[config.mk]
export PLATFORM = sky130hd
export DESIGN_NAME = sccp_top
export DESIGN_NICKNAME = d
export VERILOG_FILES = /design/src/sccp_pkg.sv /design/src/sccp_divider.sv /design/src/sccp_top.sv
export SDC_FILE = /design/constraint.sdc
export NUM_CORES = 1
export LEC_CHECK = 0
export CAP_MARGIN = 20
export CORE_ASPECT_RATIO = 1.75
export CORE_MARGIN = 4
export CORE_UTILIZATION = 61
export CTS_CLUSTER_SIZE = 40
export DETAILED_ROUTE_END_ITERATION = 16
export DONT_BUFFER_PORTS = 1
export GPL_TIMING_DRIVEN = 0
export PLACE_DENSITY = 0.77
export SYNTH_ARGS = -nofsm -noshare
export SYNTH_HDL_FRONTEND = slang
export SYNTH_SLANG_ARGS = --single-unit
[constraint.sdc]
create_clock -name mclk_in -period 3.25 [get_ports mclk_in]
set_clock_uncertainty 0.05 [all_clocks]
set_input_delay 0.325 -clock mclk_in [delete_from_list [all_inputs] [get_ports mclk_in]]
set_output_delay 0.325 -clock mclk_in [all_outputs]
set_load 0.01 [all_outputs]
[src/sccp_pkg.sv]
// package: register map, field layout, reset values and timing for the clock prescaler block
package sccp_pkg;

   // ****************************************
   // register map (word addresses, byte addr = 4 * index)
   // ****************************************
   localparam logic [1:0] SCCP_ADDR_TRIM    = 2'h0;
   localparam logic [1:0] SCCP_ADDR_DIVIDE  = 2'h1;
   localparam logic [1:0] SCCP_ADDR_FUSES   = 2'h2;
   localparam logic [1:0] SCCP_ADDR_STATUS  = 2'h3;

   // ****************************************
   // divide control fields
   // ****************************************
   localparam int         SCCP_UNLOCK_BIT   = 7;
   localparam logic [3:0] SCCP_DIV_RESET    = 4'h0;
   localparam logic [3:0] SCCP_DIV_RESET_D8 = 4'h3;
   localparam logic [3:0] SCCP_DIV_MAX      = 4'h8;
   localparam logic [2:0] SCCP_UNLOCK_CYC   = 3'h4;

   // ****************************************
   // fuse codes (0 = programmed)
   // ****************************************
   localparam logic [1:0] SCCP_SRC_EXT      = 2'h0;
   localparam logic [1:0] SCCP_SUT_NONE     = 2'h0;
   localparam logic [1:0] SCCP_SUT_SHORT    = 2'h1;
   localparam logic [1:0] SCCP_SUT_LONG     = 2'h2;

   // ****************************************
   // start-up timing
   // ****************************************
   localparam int SCCP_PD_CK          = 6;
   localparam int SCCP_RST_CK         = 14;
   localparam int SCCP_WDT_SHORT_CYC  = 4096;
   localparam int SCCP_WDT_LONG_CYC   = 8192;
   localparam logic [7:0] SCCP_TRIM_DEFAULT = 8'h80;

   typedef enum logic [1:0] {
      SCCP_ST_TIMEOUT = 2'b00,
      SCCP_ST_CLOCKS  = 2'b01,
      SCCP_ST_RUN     = 2'b10
   } sccp_state_t;

endpackage

[src/sccp_divider.sv]
// synchronous counter prescaler with glitch-free ratio switch, clocked from the source clock
`timescale 1ns/1ps
module sccp_divider (
   // clock and reset
   input  wire logic       mclk_in,
   input  wire logic       rst_in,
   // control
   input  wire logic [3:0] div_sel_in,
   input  wire logic       load_in,
   // divided clock enable and level
   output logic            tick_out,
   output logic            clk_level_out
);
   import sccp_pkg::*;

   logic [8:0] cnt_reg;
   logic [3:0] cur_reg;
   logic [3:0] pend_reg;
   logic       pend_vld_reg;
   logic       tick_reg;
   logic       lvl_reg;
   logic       period_end;
   logic [8:0] limit;

   // limit of current period, in source cycles minus one
   always_comb begin
      limit = 9'(({8'h00, 1'b1} << cur_reg) - 9'h001);
   end
   assign period_end = (cnt_reg == limit);

   // ****************************************
   // counter and ratio switch
   // ****************************************
   // switch only at a period end, so no period is shorter than old or new
   always_ff @(posedge mclk_in or posedge rst_in) begin
      if (rst_in) begin
         cnt_reg      <= 9'h000;
         cur_reg      <= 4'h0;
         pend_reg     <= 4'h0;
         pend_vld_reg <= 1'b0;
      end else begin
         if (load_in) begin
            pend_reg     <= div_sel_in;
            pend_vld_reg <= 1'b1;
         end
         if (period_end) begin
            cnt_reg <= 9'h000;
            // old period finishes, then new ratio runs
            if (pend_vld_reg && !load_in) begin
               cur_reg      <= pend_reg;
               pend_vld_reg <= 1'b0;
            end
         end else begin
            cnt_reg <= 9'(cnt_reg + 9'h001);
         end
      end
   end

   // divided clock: high in first half of each period above factor 1, toggling every cycle at factor 1
   always_ff @(posedge mclk_in or posedge rst_in) begin
      if (rst_in) begin
         tick_reg <= 1'b0;
         lvl_reg  <= 1'b0;
      end else begin
         tick_reg <= period_end;
         lvl_reg  <= (cur_reg == 4'h0) ? ~lvl_reg : (cnt_reg <= (limit >> 1));
      end
   end

   assign tick_out      = tick_reg;
   assign clk_level_out = lvl_reg;
endmodule

[src/sccp_top.sv]
// top: external clock, start-up delay, clock output, prescaler control, trim register
//
// The placing of the registers and the Avalon-MM interface to the registers were left to the implementer.
`timescale 1ns/1ps
// Functional notes
// - fuse 00 selects external clock input
// - startup fuse sets reset delay; power-down delay is a fixed 6 clocks
// - clock output fuse drives clock on pin
// - clock output pin carries divided clock, toggling each source cycle at factor 1
// - prescaler divides all clock domains together
// - ratio change never shortens any period
// - new ratio active after old plus new
// - unlock set only with other bits zero
// - unlock clears after four cycles or write
// - bits six to four read zero
// - division field gives two power code
// - reset division depends on divide-eight fuse
// - any division value accepted via unlock
// - trim loads factory value at reset
// - trim bits monotonic low to high
// - prescaler counter hidden from software
// - reset delay counted in watchdog cycles
module sccp_top #(
   parameter int WDT_SHORT_CYC = 4096,
   parameter int WDT_LONG_CYC  = 8192,
   parameter logic [7:0] FACTORY_TRIM = 8'h80
) (
   // clock and reset
   input  wire logic        mclk_in,
   input  wire logic        rst_in,
   // avalon-mm slave
   input  wire logic [1:0]  avs_address_in,
   input  wire logic        avs_read_in,
   input  wire logic        avs_write_in,
   input  wire logic [31:0] avs_writedata_in,
   input  wire logic [3:0]  avs_byteenable_in,
   output logic [31:0]      avs_readdata_out,
   output logic             avs_waitrequest_out,
   // fuses (0 = programmed), wake and watchdog timing
   input  wire logic [1:0]  clock_source_select_fuse_in,
   input  wire logic [1:0]  startup_time_fuse_in,
   input  wire logic        clock_output_fuse_in,
   input  wire logic        divide_by_eight_fuse_in,
   input  wire logic        wdt_tick_in,
   input  wire logic        wake_in,
   // clock output pin and port data
   input  wire logic        port_data_in,
   input  wire logic        port_drive_in,
   output logic             clock_output_pin_out,
   output logic             clock_output_pin_oe_n_out,
   // system clock enable, core reset and oscillator trim
   output logic             sys_clk_en_out,
   output logic             core_reset_out,
   output logic [7:0]       oscillator_trim_out
);
   import sccp_pkg::*;

   logic [7:0]  trim_reg;
   logic [3:0]  div_reg;
   logic        unlock_reg;
   logic [2:0]  unlock_cnt_reg;
   logic [31:0] rdata_reg;
   logic        wait_reg;
   logic        fuse_cap_reg;
   logic        d8_reg;
   logic        clock_output_fuse_reg;
   logic        ext_ok_reg;
   logic [1:0]  sut_reg;
   sccp_state_t state_reg;
   logic [13:0] wdt_cnt_reg;
   logic [4:0]  ck_cnt_reg;
   logic        pin_reg;
   logic        pin_oe_n_reg;
   logic        en_reg;
   logic        core_rst_reg;
   logic        div_tick;
   logic        div_level;
   logic        load_div;
   logic        acc_wr;
   logic        acc_rd;
   logic        wr_div;
   logic        ck_target_hit;
   logic [13:0] wdt_target;
   logic [3:0]  div_sel;

   // ****************************************
   // fuse capture after reset release
   // ****************************************
   // fuses are straps: caught by a clocked step, never by the reset itself
   always_ff @(posedge mclk_in or posedge rst_in) begin
      if (rst_in) begin
         fuse_cap_reg <= 1'b0;
         d8_reg       <= 1'b0;
         clock_output_fuse_reg    <= 1'b0;
         ext_ok_reg   <= 1'b0;
         sut_reg      <= 2'h0;
      end else if (!fuse_cap_reg) begin
         fuse_cap_reg <= 1'b1;
         d8_reg       <= ~divide_by_eight_fuse_in;
         clock_output_fuse_reg    <= ~clock_output_fuse_in;
         ext_ok_reg   <= (clock_source_select_fuse_in == SCCP_SRC_EXT);
         sut_reg      <= startup_time_fuse_in;
      end
   end

   // ****************************************
   // start-up sequencing
   // ****************************************
   always_comb begin
      case (sut_reg)
         // delay target in watchdog ticks: count only when wdt_tick_in is high
         SCCP_SUT_SHORT: wdt_target = 14'(WDT_SHORT_CYC);
         SCCP_SUT_LONG:  wdt_target = 14'(WDT_LONG_CYC);
         default:        wdt_target = 14'h0000;
      endcase
   end
   // 14 clocks after reset, 6 after wake from power-down
   assign ck_target_hit = (ck_cnt_reg == 5'(SCCP_RST_CK - 1));

   always_ff @(posedge mclk_in or posedge rst_in) begin
      if (rst_in) begin
         state_reg    <= SCCP_ST_TIMEOUT;
         wdt_cnt_reg  <= 14'h0000;
         ck_cnt_reg   <= 5'h00;
         core_rst_reg <= 1'b1;
      end else begin
         case (state_reg)
            SCCP_ST_TIMEOUT: begin
               // timeout counted in watchdog ticks; reserved codes hold reset
               if (fuse_cap_reg && ext_ok_reg && sut_reg != 2'h3) begin
                  if (sut_reg == SCCP_SUT_NONE || wdt_cnt_reg == wdt_target) begin
                     state_reg <= SCCP_ST_CLOCKS;
                  end else if (wdt_tick_in) begin
                     wdt_cnt_reg <= 14'(wdt_cnt_reg + 14'h0001);
                  end
               end
            end
            SCCP_ST_CLOCKS: begin
               if (ck_target_hit) begin
                  state_reg    <= SCCP_ST_RUN;
                  core_rst_reg <= 1'b0;
                  ck_cnt_reg   <= 5'h00;
               end else begin
                  ck_cnt_reg <= 5'(ck_cnt_reg + 5'h01);
               end
            end
            SCCP_ST_RUN: begin
               if (wake_in) begin
                  // power-down wake: only the short clock delay applies
                  ck_cnt_reg   <= 5'(SCCP_RST_CK - SCCP_PD_CK);
                  state_reg    <= SCCP_ST_CLOCKS;
                  core_rst_reg <= 1'b1;
               end
            end
            default: state_reg <= SCCP_ST_TIMEOUT;
         endcase
      end
   end

   // ****************************************
   // avalon-mm slave: one wait cycle per access
   // ****************************************
   // writes act only at the edge where waitrequest is seen low
   assign acc_wr = avs_write_in && !wait_reg && avs_byteenable_in[0];
   assign acc_rd = avs_read_in && wait_reg;
   assign wr_div = acc_wr && (avs_address_in == SCCP_ADDR_DIVIDE);

   always_ff @(posedge mclk_in or posedge rst_in) begin
      if (rst_in) begin
         wait_reg <= 1'b1;
      end else begin
         wait_reg <= !(wait_reg && (avs_read_in || avs_write_in));
      end
   end

   // ****************************************
   // divide control with timed unlock
   // ****************************************
   always_ff @(posedge mclk_in or posedge rst_in) begin
      if (rst_in) begin
         unlock_reg     <= 1'b0;
         unlock_cnt_reg <= 3'h0;
      end else begin
         if (wr_div && unlock_reg && !avs_writedata_in[SCCP_UNLOCK_BIT]) begin
            unlock_reg <= 1'b0; // division write ends the window
         end else if (unlock_reg) begin
            // rewrite neither extends nor clears the window
            if (unlock_cnt_reg == SCCP_UNLOCK_CYC - 3'h1) begin
               unlock_reg <= 1'b0;
            end
            unlock_cnt_reg <= 3'(unlock_cnt_reg + 3'h1);
         end else if (wr_div && avs_writedata_in[7:0] == 8'h80) begin
            unlock_reg     <= 1'b1; // only with all other bits zero
            unlock_cnt_reg <= 3'h0;
         end
      end
   end

   assign load_div = wr_div && unlock_reg && !avs_writedata_in[SCCP_UNLOCK_BIT];

   always_ff @(posedge mclk_in or posedge rst_in) begin
      if (rst_in) begin
         div_reg <= SCCP_DIV_RESET;
      end else if (fuse_cap_reg == 1'b0) begin
         div_reg <= divide_by_eight_fuse_in ? SCCP_DIV_RESET : SCCP_DIV_RESET_D8;
      end else if (load_div) begin
         div_reg <= avs_writedata_in[3:0]; // any code stored regardless of fuse
      end
   end

   // ****************************************
   // oscillator trim
   // ****************************************
   always_ff @(posedge mclk_in or posedge rst_in) begin
      if (rst_in) begin
         trim_reg <= SCCP_TRIM_DEFAULT;
      end else if (fuse_cap_reg == 1'b0) begin
         trim_reg <= FACTORY_TRIM; // factory value reloaded on reset
      end else if (acc_wr && avs_address_in == SCCP_ADDR_TRIM) begin
         trim_reg <= avs_writedata_in[7:0]; // all eight bits used, monotonic
      end
   end

   // read mux; counter state not visible
   always_ff @(posedge mclk_in or posedge rst_in) begin
      if (rst_in) begin
         rdata_reg <= 32'h0000_0000;
      end else if (acc_rd) begin
         case (avs_address_in)
            SCCP_ADDR_TRIM:   rdata_reg <= {24'h000000, trim_reg};
            SCCP_ADDR_DIVIDE: rdata_reg <= {24'h000000, unlock_reg, 3'h0, div_reg};
            SCCP_ADDR_FUSES:  rdata_reg <= {24'h000000, 1'b0, d8_reg, clock_output_fuse_reg, ext_ok_reg,
                                            sut_reg, clock_source_select_fuse_in};
            SCCP_ADDR_STATUS: rdata_reg <= {28'h0000000, core_rst_reg, 1'b0, state_reg};
            default:          rdata_reg <= 32'h0000_0000;
         endcase
      end
   end

   // ****************************************
   // prescaler and clock output
   // ****************************************
   // divider takes the value being stored, not the old register contents
   always_comb begin
      if (!fuse_cap_reg) begin
         div_sel = divide_by_eight_fuse_in ? SCCP_DIV_RESET : SCCP_DIV_RESET_D8;
      end else if (load_div) begin
         div_sel = avs_writedata_in[3:0];
      end else begin
         div_sel = div_reg;
      end
      // reserved codes clamp to the largest factor
      if (div_sel > SCCP_DIV_MAX) begin
         div_sel = SCCP_DIV_MAX;
      end
   end

   sccp_divider u_div (
      .mclk_in       (mclk_in),
      .rst_in        (rst_in),
      .div_sel_in    (div_sel),
      .load_in       (load_div || !fuse_cap_reg),
      .tick_out      (div_tick),
      .clk_level_out (div_level)
   );

   always_ff @(posedge mclk_in or posedge rst_in) begin
      if (rst_in) begin
         en_reg       <= 1'b0;
         pin_reg      <= 1'b0;
         pin_oe_n_reg <= 1'b1;
      end else begin
         en_reg <= div_tick; // one enable for cpu, io, adc and flash
         if (clock_output_fuse_reg) begin
            pin_reg      <= div_level; // divided clock, also in reset
            pin_oe_n_reg <= 1'b0;
         end else begin
            pin_reg      <= port_data_in; // normal port function
            pin_oe_n_reg <= ~port_drive_in;
         end
      end
   end

   assign avs_readdata_out          = rdata_reg;
   assign avs_waitrequest_out       = wait_reg;
   assign sys_clk_en_out            = en_reg;
   assign core_reset_out            = core_rst_reg;
   assign clock_output_pin_out      = pin_reg;
   assign clock_output_pin_oe_n_out = pin_oe_n_reg;
   assign oscillator_trim_out       = trim_reg;
endmodule

==> flow_summary.ini, run 1 <==
[route]
post_drt_via_cell_ratio = 5.80
drt-wirelength-per-cell_um = 17.4
wirelength_mm = 9.26
drc = 0
first_iter_violations = 155
drtPass1Iterations = 4
via_count = 3085
drtAntennaViolNets = 0

[clock_tree]
cts-root-buf = clkbuf_16
insertion_delay_ns = 0.33
cts.sinks = 76
cts.repair_timing.setup_buffer_count = 0
cts_buffers = 9
clock_path_buffers = 2
cts_tree = built
h-tree-depth = 3
clk_pin_slew_worst_paths_ns = 0.06

[synth]
ys_top_cells_by_count = dfrtp_1, nand2_1, buf_4
synth_edf_count = 0
syn_avg_cell_area_um2 = 10.3
syn_inst = 409
post-synth-top-count-cell = dfrtp_1
synth.top_cell.area_share = 0.429
ys_types = 59
ys_async_sr_fraction = 1.00
synth_flop_cell = dfrtp_1
ys_warn_count = 0
ys_seq_area_frac = 0.454
yosysTopAreaCell = dfrtp_1
synthesis.area_um2 = 4200
ys_ff_latch = 76
synth_area_leaders = dfrtp_1, ha_1, buf_4, mux2i_1, xor2_1

[worst_hold_path]
hold_path.class = input port to flip-flop

[power_and_ir_drop]
power.share.switching = 0.343
vdd.ir_drop.worst_v = 0.000462
p_sw_mw = 1.18
clock_power_share = 0.292
leakage_nw = 2.21
p_int_mw = 2.27
comb_power_share = 0.319
power.share.sequential = 0.389
power_density_nw_per_um2 = 727

[place]
io_buffer_count = 0
post-dp-hpwl_mm = 6.84
post_dp_cell_area_um2 = 4420
pre_cts_ws_ns = -0.0110
place_inst = 515
gp_congestion = 0.853

[floorplan]
die_area_um2 = 8320
start_util = 0.632
die_w_um = 70.7
core-area_um2 = 6640
fp.dieH_um = 118
num_io_pins = 97
rows = 39

[finish]
largest_reg_flops = 14
fin_area_um2 = 4740
register_area_um2 = 1910
nets = 513
drive_gt1_frac = 0.178
nFillCells = 504
multiInputGateArea_um2 = 2060
area_growth_pct = 13.1
diodes = 0
final_cells = 532

[critical_path]
r2r_cells = 10
worstSetupEndpointType = flip-flop
endpoint = u_div.clk_level_out
critPathArrivalTime_ns = 3.27
crit_type = flip-flop to flip-flop
r2r_slack_ns = 0.18
startpoint = u_div.cur_reg[3]
rr_endpoint = u_div.clk_level_out
reg2reg_from = u_div.cur_reg[3]
cp_max_fo = 8
worstSetupStartpointType = flip-flop
cp_data_required_time_ns = 3.45

[grt]
grt_pass1_vias = 3253
met2_usage = 0.406
busiest_layer = met2
grt_usage = 0.239
grt_overflow = 0
antenna_found_initial = 0
grt.met3_usage = 0.0581
grt_first_pass_wirelength_mm = 15.8
grt_use_met1 = 0.266
grt_max_degree = 66

[sta]
max_clock_freq_ghz = 0.326
finalSetupViolCount = 0
timing.slew.headroom = 0.547
period_minus_slack_ns = 3.07
rsz0062_at_grt = no
worst_pin_slew_ns = 0.670
hold_viol = 0
setup_slack_ns = 0.185
whs_ns = 0.0268
drv_slew = 0
period_share = 0.943

[status]
status = finished clean

[job]
drv_cap = 0
==> worst min path at each step <==
stage / from / to / slack, ns / cells after the start
after floorplan: u_div.tick_out / sys_clk_en_out / 0.28 / 0
after global placement: u_div.tick_out / sys_clk_en_out / 0.29 / 0
after detailed placement: rst_in / u_div.tick_out / 0.07 / 1
after CTS: avs_read_in / avs_waitrequest_out / 0.02 / 1
after global routing: avs_read_in / avs_waitrequest_out / 0.02 / 1
final: clock_source_select_fuse_in[1] / ext_ok_reg / 0.03 / 1
==> critical path: stages (launching register included) <==
cell and delay, ns:
dfrtp_2 0.46, or4_4 0.60, ha_2 0.27, or3_1 0.34, a21o_1 0.19, a21boi_0 0.13
ha_1 0.20, a211o_1 0.32, nor3_2 0.18, a211oi_1 0.11, o22ai_1 0.14
==> cell families (layout without fill, tap and decap cells) <==
group | Yosys count | in the layout | share of synthesized area
buffers and inverters | 58 | 76 | 0.0775
other | 2 | 25 | 0.00179
multiplexers | 29 | 29 | 0.0814
adder cells (fa/ha/maj) | 16 | 16 | 0.0477
AND/OR/NAND/NOR | 125 | 125 | 0.164
XOR/XNOR | 25 | 25 | 0.0522
AO/OA/AOI/OAI | 78 | 78 | 0.121
flip-flops | 76 | 76 | 0.454
==> layout make-up <==
type                    instances  share of cell area
clock buffers                  12              0.0541
well taps                      82              0.0216
flip-flops and latches         76               0.402
plain buffers                  40              0.0543
multi-input cells             298               0.434
repair buffers                  3              0.0100
clock inverters                 4              0.0100
inverters                      17              0.0140
==> through the flow <==
stage / setup TNS [ns] / total power, mW / utilization
2_1_floorplan: 0 / 2.18 / -
3_3_place_gp: 0 / 2.38 / 0.661
3_5_place_dp: -0.0110 / 2.44 / 0.665
4_1_cts: 0 / 3.45 / 0.714
5_1_grt: 0 / 3.70 / 0.715
6_report: 0 / 3.45 / 0.715
==> routing by layer <==
layer	wire length, um	part of all wire
met5	0	0
met4	420	0.045
met3	453	0.049
met2	4930	0.53
met1	3460	0.37
==> power groups by stage <==
stage | Combinational (mW) | Clock [mW] | Sequential [mW]
global placement | 1.03 | 0 | 1.34
CTS | 1.09 | 1.02 | 1.34
floorplan | 0.888 | 0 | 1.29
finish | 1.10 | 1.01 | 1.34
global route | 1.27 | 1.07 | 1.36
detailed placement | 1.09 | 0 | 1.35
==> timing repair <==
action | in CTS | in global routing
gates resized for setup | 1 | 2
hold buffers | 2 | 0
cloned | 0 | 0
hold endpoints to repair | 12 | 0
setup endpoints to repair | 1 | 1
==> cells in the final DEF (no fill, tap or decap), types with 16 or more instances in the layout <==
| cell | n |
|---|---|
| nor2_1 | 21 |
| inv_1 | 16 |
| dfrtp_1 | 71 |
| buf_4 | 24 |
| a21oi_1 | 19 |
| conb_1 | 25 |
| xor2_1 | 16 |
| nand2_1 | 27 |
| o21ai_0 | 21 |
No activity file was read; power rests on OpenSTA's default activity.
==> inputs of run 2 (changes only) <==
--- a/config.mk
+++ b/config.mk
@@ -14,5 +14,7 @@
 export DONT_BUFFER_PORTS = 1
 export GPL_TIMING_DRIVEN = 0
+export HOLD_SLACK_MARGIN = 0.05
 export PLACE_DENSITY = 0.77
+export SLEW_MARGIN = 20
 export SYNTH_ARGS = -nofsm -noshare
 export SYNTH_HDL_FRONTEND = slang
--- a/constraint.sdc
+++ b/constraint.sdc
@@ -3,3 +3,3 @@
 set_input_delay 0.325 -clock mclk_in [delete_from_list [all_inputs] [get_ports mclk_in]]
 set_output_delay 0.325 -clock mclk_in [all_outputs]
-set_load 0.01 [all_outputs]
+set_load 0.05 [all_outputs]
==> flow_summary.ini, run 2 (synthesized netlist as in run 1, its figures left out) <==
[status]
status = finished clean

[finish]
largest_reg_flops = 14
drive_gt1_frac = 0.174
nFillCells = 493
layout_commonest_cell = dfrtp_1
area_growth_pct = 14.1
final_cell_mix = dfrtp_1, nand2_1, conb_1
diodes = 0
nets = 518

[power_and_ir_drop]
power_mw = 3.60
power_density_nw_per_um2 = 751
vdd.ir_drop.worst_v = 0.000463
leakage_nw = 2.23

[grt]
grt_pass1_vias = 3313
grt_max_degree = 59
antenna_found_initial = 0
grt_usage = 0.244
grt_overflow = 0
grt_first_pass_wirelength_mm = 16.1

[critical_path]
worstSetupEndpointType = flip-flop
cp_data_required_time_ns = 3.46
reg2reg_from = u_div.cur_reg[3]
rr_endpoint = u_div.clk_level_out
r2r_cells = 10
worstSetupStartpointType = flip-flop
critPathArrivalTime_ns = 3.27
cp_max_fo = 8
crit_type = flip-flop to flip-flop
r2r_slack_ns = 0.19

[sta]
period_minus_slack_ns = 3.06
fin_tns_setup_ns = 0
drv_slew = 0
whs_ns = 0.0940
rsz0062_at_grt = no
finalSetupViolCount = 0
period_share = 0.943
max_clock_freq_ghz = 0.326
timing.slew.headroom = 0.543
worst_pin_slew_ns = 0.676
hold_viol = 0

[clock_tree]
insertion_delay_ns = 0.33
cts.sinks = 76
cts_buffers = 9
h-tree-depth = 3
clock_path_buffers = 2
cts_tree = built
clk_pin_slew_worst_paths_ns = 0.06
cts-root-buf = clkbuf_16
cts.repair_timing.setup_buffer_count = 0

[floorplan]
rows = 39
core-area_um2 = 6640
num_io_pins = 97
start_util = 0.632
die_w_um = 70.7
die_area_um2 = 8320
fp.dieH_um = 118

[worst_hold_path]
holdPathEnd = clock_output_pin_out
holdPathStages = 1
hp-start = port_data_in
hold_path.class = input port to flip-flop

[route]
drt-wirelength-per-cell_um = 17.5
drc = 0
first_iter_violations = 216
wirelength_mm = 9.39
drtPass1Iterations = 4
drtAntennaViolNets = 0
post_drt_via_cell_ratio = 5.87
via_count = 3154

[place]
gp_congestion = 0.853
io_buffer_count = 0
post-dp-hpwl_mm = 6.88

[job]
drv_cap = 0
-- run 2: area by class of cell --
| class | count | area, um2 | area share |
|---|---|---|---|
| multi-input cells | 298 | 2050 | 0.429 |
| flip-flops and latches | 76 | 1910 | 0.398 |
| clock inverters | 4 | 47.5 | 0.00993 |
| repair buffers | 8 | 97.6 | 0.0204 |
| plain buffers | 40 | 258 | 0.0538 |
| well taps | 82 | 103 | 0.0214 |
| clock buffers | 12 | 256 | 0.0536 |
| inverters | 17 | 66.3 | 0.0138 |
-- run 2: routing by layer --
metal,vias up,track usage,wire (um)
li1,1492,-,-
met5,-,0,0
met2,91,0.413,5020
met1,1534,0.264,3500
met4,0,0.161,467
met3,37,0.0573,415
-- run 2: worst max path at each step --
| stage | slack [ns] | from | cells after the start | end |
|---|---|---|---|---|
| finish | 0.19 | u_div.cur_reg[3] | 10 | u_div.clk_level_out |
| global route | 0.02 | u_div.cur_reg[3] | 10 | u_div.clk_level_out |
| CTS | 0.06 | u_div.cur_reg[3] | 10 | u_div.clk_level_out |
| detailed placement | -0.01 | u_div.cur_reg[3] | 11 | u_div.clk_level_out |
| global placement | 0.06 | u_div.cur_reg[3] | 11 | u_div.clk_level_out |
| floorplan | 0.33 | u_div.cur_reg[3] | 11 | u_div.clk_level_out |
-- run 2: per-stage QoR --
stage	instance area (um2)	std cells	setup WS (ns)	util
3_3_place_gp	4390	514	0.0648	0.661
3_5_place_dp	4420	515	-0.0101	0.665
6_report	4790	537	0.185	0.722
4_1_cts	4790	537	0.0584	0.721
2_1_floorplan	4280	432	0.328	-
5_1_grt	4790	537	0.0214	0.722
-- run 2: critical path, stage by stage (launching register included) --
cell	delay (ns)
dfrtp_2	0.45
or4_4	0.60
ha_2	0.27
or3_1	0.35
a21o_1	0.19
a21boi_0	0.12
ha_1	0.20
a211o_1	0.31
nor3_1	0.20
a211oi_1	0.12
o22ai_1	0.14
-- run 2: where the power goes --
group / switching (mW) / internal (mW)
clock: 0.370 / 0.633
sequential: 0.318 / 1.12
combinational: 0.641 / 0.513
total: 1.33 / 2.27
-- run 2: timing repair --
item                                   CTS  global route
hold buffers                             7             0
resized for setup                        0             2
endpoints found under the hold margin   22             0
setup endpoints to repair                1             1
